[src/design/pmee_pkg.sv]
// Package for the port-mapped two-wire data store: register map, field
// positions, reset values, protocol and timing constants, shared types.
// Assumes a 100 MHz core clock and a file-address register port.
package pmee_pkg;

  // ************************************************************
  // Register map and fields
  // ************************************************************
  localparam logic [4:0] PORT_DATA_ADDR = 5'h06;
  localparam int SCL_BIT = 7;
  localparam int SDA_BIT = 6;
  localparam logic LINE_IDLE = 1'h1;
  localparam logic [7:0] READ_ZERO = 8'h00;
  localparam logic [5:0] GP_READ = 6'h00;

  // ************************************************************
  // Store and protocol
  // ************************************************************
  localparam int STORE_BYTES = 16;
  localparam int STORE_AW = 4;
  localparam logic [3:0] BITS_PER_BYTE = 4'h8;
  localparam logic [3:0] DEV_CODE = 4'ha;
  localparam logic [1:0] IDX_CTRL = 2'h0;
  localparam logic [1:0] IDX_WADDR = 2'h1;
  localparam logic [1:0] IDX_DATA = 2'h2;

  // ************************************************************
  // Timing
  // ************************************************************
  localparam int CLK_PERIOD_NS = 10;
  localparam int WRITE_BUSY_MS = 4;
  localparam int WRITE_BUSY_CYCLES = WRITE_BUSY_MS * 1000000 / CLK_PERIOD_NS;
  localparam int BUSY_W = 19;

  // ************************************************************
  // Types
  // ************************************************************
  typedef struct packed {
    logic scl;
    logic sda;
    logic [5:0] gp;
  } pmee_port_t;

  typedef enum logic [2:0] {
    PH_IDLE,
    PH_RX,
    PH_ACK,
    PH_TX,
    PH_MACK
  } pmee_phase_t;

endpackage

[src/design/pmee_top.sv]
// Port register driving the internal two-wire lines, plus the internal
// serial data store that answers on them. Software bit-bangs the lines.
// Assumes a register port with read data one cycle after the read strobe.
//
// Implementation choice: the address-and-strobe port.
`timescale 1ns/100ps
module pmee_top
  import pmee_pkg::*;
#(
  parameter logic [BUSY_W-1:0] BUSY_CYCLES = BUSY_W'(WRITE_BUSY_CYCLES)
) (
  input wire logic clk,
  input wire logic srst,
  input wire logic [4:0] reg_addr,
  input wire logic [7:0] reg_wdata,
  input wire logic reg_we,
  input wire logic reg_re,
  output logic [7:0] reg_rdata_q,
  output logic scl_q,
  output logic sda_oe_n_q,
  output logic store_busy_q
);

  // ************************************************************
  // Declarations
  // ************************************************************
  logic sda_line;
  logic scl_s1_q, scl_s2_q, scl_s3_q;
  logic sda_s1_q, sda_s2_q, sda_s3_q;
  logic scl_rise, scl_fall, start_det, stop_det;
  pmee_phase_t phase_q;
  logic [3:0] bit_cnt_q;
  logic [1:0] byte_idx_q;
  logic [7:0] shift_q;
  logic rw_q, pull_q, wrote_q, busy_start_q;
  logic [STORE_AW-1:0] addr_q;
  logic mem_we_q;
  logic [STORE_AW-1:0] mem_waddr_q;
  logic [7:0] mem_wdata_q, mem_rdata;
  logic [BUSY_W-1:0] busy_cnt_q;
  pmee_port_t rd_port;

  function automatic logic hits_port(input logic [4:0] a);
    return a == PORT_DATA_ADDR;
  endfunction

  // ************************************************************
  // Port register
  // ************************************************************
  // Wired data line: either side pulling low wins, else the pull-up
  assign sda_line = sda_oe_n_q & ~pull_q;
  assign rd_port = '{scl: scl_q, sda: sda_line, gp: GP_READ};

  // Line bits are latched outputs with no direction control
  always_ff @(posedge clk) begin
    if (srst) begin
      scl_q <= LINE_IDLE;
      sda_oe_n_q <= LINE_IDLE;
    end else if (reg_we && hits_port(reg_addr)) begin
      scl_q <= reg_wdata[SCL_BIT];
      sda_oe_n_q <= reg_wdata[SDA_BIT];
    end
  end

  // Read data stand only in the cycle after the strobe
  always_ff @(posedge clk) begin
    if (srst) begin
      reg_rdata_q <= READ_ZERO;
    end else if (reg_re && hits_port(reg_addr)) begin
      reg_rdata_q <= rd_port;
    end else begin
      reg_rdata_q <= READ_ZERO;
    end
  end

  // ************************************************************
  // Store side line sampling
  // ************************************************************
  // Two flops then an edge stage; lines never leave the block
  always_ff @(posedge clk) begin
    if (srst) begin
      scl_s1_q <= LINE_IDLE;
      scl_s2_q <= LINE_IDLE;
      scl_s3_q <= LINE_IDLE;
      sda_s1_q <= LINE_IDLE;
      sda_s2_q <= LINE_IDLE;
      sda_s3_q <= LINE_IDLE;
    end else begin
      scl_s1_q <= scl_q;
      scl_s2_q <= scl_s1_q;
      scl_s3_q <= scl_s2_q;
      sda_s1_q <= sda_line;
      sda_s2_q <= sda_s1_q;
      sda_s3_q <= sda_s2_q;
    end
  end

  assign scl_rise = scl_s2_q & ~scl_s3_q;
  assign scl_fall = ~scl_s2_q & scl_s3_q;
  // Data edge with clock high is framing only
  assign start_det = scl_s2_q & scl_s3_q & ~sda_s2_q & sda_s3_q;
  assign stop_det = scl_s2_q & scl_s3_q & sda_s2_q & ~sda_s3_q;

  // ************************************************************
  // Store protocol engine
  // ************************************************************
  // Samples on clock rise, drives the data line only after clock fall
  always_ff @(posedge clk) begin
    if (srst) begin
      phase_q <= PH_IDLE;
      bit_cnt_q <= '0;
      byte_idx_q <= IDX_CTRL;
      shift_q <= '0;
      rw_q <= 1'b0;
      pull_q <= 1'b0;
      wrote_q <= 1'b0;
      busy_start_q <= 1'b0;
      addr_q <= '0;
      mem_we_q <= 1'b0;
      mem_waddr_q <= '0;
      mem_wdata_q <= '0;
    end else begin
      mem_we_q <= 1'b0;
      busy_start_q <= 1'b0;
      if (stop_det) begin
        phase_q <= PH_IDLE;
        pull_q <= 1'b0;
        busy_start_q <= wrote_q;
        wrote_q <= 1'b0;
      end else if (start_det) begin
        phase_q <= PH_RX;
        bit_cnt_q <= '0;
        byte_idx_q <= IDX_CTRL;
        pull_q <= 1'b0;
      end else begin
        case (phase_q)
          PH_RX: begin
            if (scl_rise) begin
              shift_q <= {shift_q[6:0], sda_s2_q};
              bit_cnt_q <= bit_cnt_q + 4'h1;
            end else if (scl_fall && bit_cnt_q == BITS_PER_BYTE) begin
              phase_q <= PH_ACK;
              pull_q <= 1'b1;
              if (byte_idx_q == IDX_CTRL) begin
                rw_q <= shift_q[0];
                // Busy store or foreign code: no acknowledge
                if (shift_q[7:4] != DEV_CODE || store_busy_q) begin
                  phase_q <= PH_IDLE;
                  pull_q <= 1'b0;
                end
              end else if (byte_idx_q == IDX_WADDR) begin
                addr_q <= shift_q[STORE_AW-1:0];
              end else begin
                mem_we_q <= 1'b1;
                mem_waddr_q <= addr_q;
                mem_wdata_q <= shift_q;
                addr_q <= addr_q + 1'b1;
                wrote_q <= 1'b1;
              end
            end
          end
          PH_ACK: begin
            if (scl_fall) begin
              bit_cnt_q <= '0;
              if (byte_idx_q == IDX_CTRL && rw_q) begin
                phase_q <= PH_TX;
                shift_q <= mem_rdata;
                pull_q <= ~mem_rdata[7];
              end else begin
                phase_q <= PH_RX;
                pull_q <= 1'b0;
                if (byte_idx_q != IDX_DATA) begin
                  byte_idx_q <= byte_idx_q + 2'h1;
                end
              end
            end
          end
          PH_TX: begin
            if (scl_rise) begin
              bit_cnt_q <= bit_cnt_q + 4'h1;
            end else if (scl_fall) begin
              if (bit_cnt_q == BITS_PER_BYTE) begin
                phase_q <= PH_MACK;
                pull_q <= 1'b0;
                addr_q <= addr_q + 1'b1;
              end else begin
                shift_q <= {shift_q[6:0], 1'b0};
                pull_q <= ~shift_q[6];
              end
            end
          end
          PH_MACK: begin
            // No acknowledge from software ends the read
            if (scl_rise && sda_s2_q) begin
              phase_q <= PH_IDLE;
            end else if (scl_fall) begin
              phase_q <= PH_TX;
              bit_cnt_q <= '0;
              shift_q <= mem_rdata;
              pull_q <= ~mem_rdata[7];
            end
          end
          default: begin
            pull_q <= 1'b0;
          end
        endcase
      end
    end
  end

  // ************************************************************
  // Write cycle timer
  // ************************************************************
  // Store refuses new selections while the internal write runs
  always_ff @(posedge clk) begin
    if (srst) begin
      busy_cnt_q <= '0;
      store_busy_q <= 1'b0;
    end else if (busy_start_q) begin
      busy_cnt_q <= BUSY_CYCLES;
      store_busy_q <= 1'b1;
    end else if (busy_cnt_q != '0) begin
      busy_cnt_q <= busy_cnt_q - 1'b1;
      store_busy_q <= busy_cnt_q != BUSY_W'(1);
    end else begin
      store_busy_q <= 1'b0;
    end
  end

  // ************************************************************
  // Data store
  // ************************************************************
  pmee_mem u_mem (
    .clk(clk),
    .we(mem_we_q),
    .waddr(mem_waddr_q),
    .wdata(mem_wdata_q),
    .raddr(addr_q),
    .rdata_q(mem_rdata)
  );

endmodule

[src/design/pmee_mem.sv]
// Small byte memory for the serial data store, registered read data.
// Assumes one write port and one read port on the same clock.
`timescale 1ns/100ps
module pmee_mem
  import pmee_pkg::*;
(
  input wire logic clk,
  input wire logic we,
  input wire logic [STORE_AW-1:0] waddr,
  input wire logic [7:0] wdata,
  input wire logic [STORE_AW-1:0] raddr,
  output logic [7:0] rdata_q
);

  logic [7:0] mem_q [STORE_BYTES];

  // Array has no reset; contents are nonvolatile in spirit
  always_ff @(posedge clk) begin
    if (we) begin
      mem_q[waddr] <= wdata;
    end
  end

  // Read data always from a register
  always_ff @(posedge clk) begin
    rdata_q <= mem_q[raddr];
  end

endmodule

[config.mk]
export PLATFORM = sky130hd
export DESIGN_NAME = pmee_top
export DESIGN_NICKNAME = d
export VERILOG_FILES = /design/src/design/pmee_pkg.sv /design/src/design/pmee_top.sv /design/src/design/pmee_mem.sv
export SDC_FILE = /design/constraint.sdc
export NUM_CORES = 1
export LEC_CHECK = 0
export ABC_AREA = 1
export BUFFER_PORTS_ARGS = -buffer_cell sky130_fd_sc_hd__buf_2
export CORE_UTILIZATION = 62
export CTS_CLUSTER_DIAMETER = 40
export CTS_CLUSTER_SIZE = 40
export DETAILED_ROUTE_END_ITERATION = 7
export GPL_ROUTABILITY_DRIVEN = 0
export GPL_TIMING_DRIVEN = 0
export PLACE_DENSITY = 0.8
export SETUP_SLACK_MARGIN = 0.3
export SLEW_MARGIN = 0
export SYNTH_ARGS = -nofsm -noshare
export SYNTH_HDL_FRONTEND = slang
export SYNTH_SLANG_ARGS = --single-unit
[constraint.sdc]
create_clock -name clk -period 1.8 [get_ports clk]
set_input_delay 0.36 -clock clk [delete_from_list [all_inputs] [get_ports clk]]
set_output_delay 0.36 -clock clk [all_outputs]
set_load 0.005 [all_outputs]
==> impl_metrics.toml, run 1 <==
[synthesis]
syn_area_um2 = 8812
yosysUniqueCellTypes = 36
synth-edff-count = 128
syn_avg_cell_area_um2 = 9.385
synth_area_leaders = "edfxtp_1 (44%), dfxtp_1 (17%), nor2_1 (8.5%)"
synth.most_common_cell = "nor2_1"
yosys_warnings = 0
syn_inst = 939
synthTopCellsByCount = "nor2_1 (200), nand2_1 (140), edfxtp_1 (128)"
ys_async_sr_fraction = 0
synth_top_area_frac = 0.4362
ys_ff_latch = 204
synth_top_area_cell = "edfxtp_1"
synthFlopType = "edfxtp_1"
synth-seq-area-share = 0.6088

[detailed_routing]
drc = 0
routed_wl_um = 27710
via_per_inst = 6.506
ant_nets = 0
initialDrtViolationCount = 1394
dr.pass1.iters = 7
avgRoutedWirePerCell_um = 22.58
vias = 7983

[clock_tree]
numCtsBuffers = 24
cts_tree = "built"
clk_pin_slew_ps = 70
cts.sink_count = 204
cts_hold_buf = 0
clk_root_buffer_cell = "clkbuf_16"
clockBufferDepth = 3
clock_latency_ps = 520
htreeDepth = 1

[timing]
fin_crit_sh = 1.029
max_freq_mhz = 539.9
setup_violations = 16
worst_pin_slew_ps = 865.8
slew_headroom = 0.4220
fin_ws_ps = -52.07
finalHoldViolations = 0
rsz0062_at_grt = "yes"
slew_violations = 0
fin_tns_setup_ps = -720.1
clock_skew_ps = 16.12
period_minus_slack_ps = 1852

[worst_setup_path]
crit_start = "mem_waddr_q[3]"
worst-path-max-fanout = 8
end_kind = "flop"
cp.required_ps = 1940
r2r_start = "mem_waddr_q[3]"
worst_setup_path_start_kind = "flop"
cp.arrival_ps = 1990
crit_type = "flop to flop"

[grt]
grt_max_degree = 18
grt_use_total = 0.3280
grt.overflow.total = 0
antenna_found_initial = 0
grt_pass1_wl_um = 36270
first_global_vias = 6756

[final_layout]
instances_no_fill = 1227
n_fill_cell = 729
diodes = 0
area_growth_pct = 27.83
layout-drive-gt1-share = 0.2894
design_area_um2 = 11260
layout.nets = 1055

[die]
die_w_um = 121.2
io_pins = 28
initial_core_util = 0.6348
coreArea_um2 = 13880
chipHeight_um = 121.2
die_area_um2 = 14690
rows = 43

[power_and_ir_drop]
leakagePower_nw = 3.933
power_density_nw_per_um2 = 1358
total_power_mw = 15.30
ir_worst_vdd_v = 0.001282

[placed_design]
dp_cells = 1138
port_buffers = 14
place_hpwl_um = 14040
dpl_cell_area_um2 = 9133

[outcome]
outcome = "complete, but fails checks"
violations = "setup timing"

[job]
maxCapViolations = 0

[min_path]
worstHoldStart = "reg_wdata[6]"
holdCritPathClass = "input pin to flop"
==> final cells by class <==
cell class / count / area, um2 / share of cell area
Multi-Input combinational cell: 630 / 3675 / 0.3262
Sequential cell: 204 / 5391 / 0.4786
Tap cell: 180 / 225.2 / 0.01999
Timing Repair Buffer: 58 / 510.5 / 0.04532
Clock buffer: 27 / 654.4 / 0.05809
Buffer: 42 / 352.8 / 0.03132
Inverter: 69 / 281.5 / 0.02499
Clock inverter: 17 / 173.9 / 0.01544
==> kinds of logic (layout without fill, tap and decap cells) <==
| logic type | count (synthesis) | after routing | synth area share |
|---|---|---|---|
| and+or+nand+nor | 422 | 423 | 0.2005 |
| DFF | 204 | 204 | 0.6088 |
| AOI/OAI and AO/OA | 182 | 182 | 0.1149 |
| buffers and inverters | 111 | 213 | 0.05268 |
| xor gates and xnor gates | 10 | 10 | 0.009938 |
| adders and majority gates | 9 | 9 | 0.01278 |
| other | 1 | 6 | 0.0004255 |
==> metal layers <==
layer | track usage | wire length [um]
met3 | 0.06438 | 3900
met4 | 0.1242 | 1574
met5 | 0 | 0
met2 | 0.5168 | 12630
met1 | 0.4514 | 9604
==> worst max-delay path: stages (launching register included) <==
cell and delay, ps:
dfxtp_1 340, inv_1 150, nand3_1 270, nor2_1 720
==> what timing repair did <==
item	CTS	global route
gates resized for setup	138	175
buffers inserted	20	19
cloned	3	3
hold endpoints to repair	0	0
pin swaps	27	49
setup endpoints to repair	182	144
==> final timing paths <==
check / end / slack, ps / depth (start not counted)
max: u_mem.mem_q[1][5] / -50 / 3
min: sda_oe_n_q / 90 / 3
max reg2reg: u_mem.mem_q[1][5] / -50 / 3
min reg2reg: scl_s2_q / 430 / 1
==> power by group <==
group / internal, mW / switching, mW / total, mW
clock network: 2.87 / 2.18 / 5.04
registers: 5.25 / 0.355 / 5.61
logic: 1.76 / 2.88 / 4.64
total: 9.88 / 5.41 / 15.3
==> placed cells by master, fill, tap and decap left out, drive strengths merged <==
master	instances
nand4	10
edfxtp	128
nand3b	1
xor2	4
conb	6
buf	77
ha	9
clkinvlp	3
dfxtp	76
nand3	48
a21o	3
nor4	1
nor2	205
nor3	9
inv	78
clkbuf	50
or2	4
o31ai	1
a21oi	35
bufinv	1
o21ai	108
clkinv	4
xnor2	6
o211ai	34
and3	2
a211oi	1
nand2	143
==> flip-flops by register name, summed over array words and instances, names as in the netlist, 2 cells and up <==
| name | count |
|---|---|
| u_mem.rdata_q | 8 |
| byte_idx_q | 2 |
| u_mem.mem_q | 128 |
| shift_q | 8 |
| bit_cnt_q | 4 |
| mem_wdata_q | 8 |
| addr_q | 4 |
| phase_q | 3 |
| mem_waddr_q | 4 |
| busy_cnt_q | 19 |
| reg_rdata_q | 2 |
==> through the flow <==
step,hold WS (ps),util,worst slack (ps)
4_1_cts,68.28,0.7570,161.9
6_report,87.06,0.8115,-52.07
5_1_grt,91.49,0.8115,-108.7
3_5_place_dp,403.9,0.6579,-248.1
3_3_place_gp,391.2,0.6579,-204.3
2_1_floorplan,389.5,-,314.2
No activity file was read; power rests on OpenSTA's default activity.
==> run 2, diff against run 1 <==
Settings changed: TNS_END_PERCENT set to 10.
==> run 2 against run 1 <==
Against the previous run: the run now ends clean; global-route usage decreased by 0.51 points; sequential share of layout area is 3.3 points higher; first-iteration DRC count fell by 21%; register-to-register slack improved by 180 ps; critical path type unchanged; largest power group unchanged.
==> impl_metrics.toml, run 2 (synthesis results as in run 1) <==
[final_layout]
post-route-util = 0.7573
layout_common_cells = "nor2_1 (177), nand2_1 (134), edfxtp_1 (128)"
regMostFlops = "u_mem.mem_q"
area_growth_pct = 19.30
layout-drive-gt1-share = 0.1910
multi_input_area_um2 = 3189
n_fill_cell = 901
reg_top3 = "u_mem.mem_q x128, busy_cnt_q x19"
diodes = 0
mostFrequentLayoutCell = "nor2_1"
layout.nets = 1034
regArea_um2 = 5378
largest_reg_flops = 128

[grt]
antenna_found_initial = 0
grt.overflow.total = 0
grt_max_degree = 18
first_global_vias = 6681
grt_use_total = 0.3230
grt_pass1_wl_um = 35670

[clock_tree]
clock_latency_ps = 520
clk_root_buffer_cell = "clkbuf_16"
htreeDepth = 1
cts_hold_buf = 0
cts_tree = "built"
clk_pin_slew_ps = 60
cts.sink_count = 204
numCtsBuffers = 24
clockBufferDepth = 3

[timing]
clock_skew_ps = 24.96
max_freq_mhz = 599.1
worst_pin_slew_ps = 823.2
finalHoldViolations = 0
rsz0062_at_grt = "yes"
whs_ps = 79.53
slew_headroom = 0.4491
period_minus_slack_ps = 1669
fin_crit_sh = 0.9272
setup_violations = 0
slew_violations = 0

[outcome]
outcome = "complete, no violations"

[die]
initial_core_util = 0.6348
die_w_um = 121.2
io_pins = 28
rows = 43
chipHeight_um = 121.2
die_area_um2 = 14690
coreArea_um2 = 13880

[min_path]
holdCritPathClass = "input pin to flop"

[detailed_routing]
dr.pass1.iters = 5
via_per_inst = 5.979
vias = 7211
initialDrtViolationCount = 1102
avgRoutedWirePerCell_um = 18.97
drc = 0
ant_nets = 0
routed_wl_um = 22880

[worst_setup_path]
end_kind = "flop"
cp.required_ps = 1950
worst-path-max-fanout = 8
crit_type = "flop to flop"
worst_setup_path_start_kind = "flop"
cp.arrival_ps = 1820

[power_and_ir_drop]
power_density_nw_per_um2 = 1345
leakagePower_nw = 3.740
ir_worst_vdd_v = 0.001249

[job]
maxCapViolations = 0

[placed_design]
place_hpwl_um = 14040
port_buffers = 14
## run 2: final cells by class
cell class              count  share of cell area
well taps                 180             0.02142
clock buffers              27             0.06225
clock inverters            17             0.01654
repair buffers             38             0.02845
multi-input cells         629              0.3034
inverters                  69             0.02488
flip-flops and latches    204              0.5115
plain buffers              42             0.03154
## run 2: routing by layer
metal / track usage / routed length (um)
met5: 0 / 38
met4: 0.1150 / 681
met3: 0.06814 / 2538
met2: 0.5121 / 10720
met1: 0.4413 / 8902
## run 2: repair_timing
action	CTS	global route
setup buffers	19	2
pin swaps	20	5
setup endpoints to repair	182	186
gates resized for setup	112	23
cloned	3	0
## run 2: worst paths after layout
path | from | endpoint | slack (ps) | cells past startpoint
min | reg_wdata[6] | sda_oe_n_q | 80 | 3
min reg2reg | scl_s1_q | scl_s2_q | 420 | 1
max | mem_we_q | u_mem.mem_q[11][5] | 130 | 2
max reg2reg | mem_we_q | u_mem.mem_q[11][5] | 130 | 2
## run 2: metrics by stage
stage | power (mW) | worst slack (ps) | cell area, um2 | setup TNS (ps) | std cells
finish | 14.13 | 131.0 | 10510 | 0 | 1206
floorplan | 7.961 | 314.2 | 8837 | 0 | 944
global placement | 8.564 | -204.3 | 9133 | -1254 | 1138
global route | 14.87 | 64.53 | 10510 | 0 | 1206
detailed placement | 8.618 | -248.1 | 9133 | -1829 | 1138
CTS | 13.78 | 139.6 | 10430 | 0 | 1204
## run 2: worst max-delay path: stages (launching register included)
cell and delay, ps:
dfxtp_1 410, nand3_1 220, nor2_1 690
## run 2: report_power, final
| part | leakage [nW] | internal, mW | switching, mW |
|---|---|---|---|
| Clock | 0.398 | 2.86 | 2.06 |
| Sequential | 1.53 | 5.25 | 0.314 |
| Combinational | 1.82 | 1.35 | 2.29 |
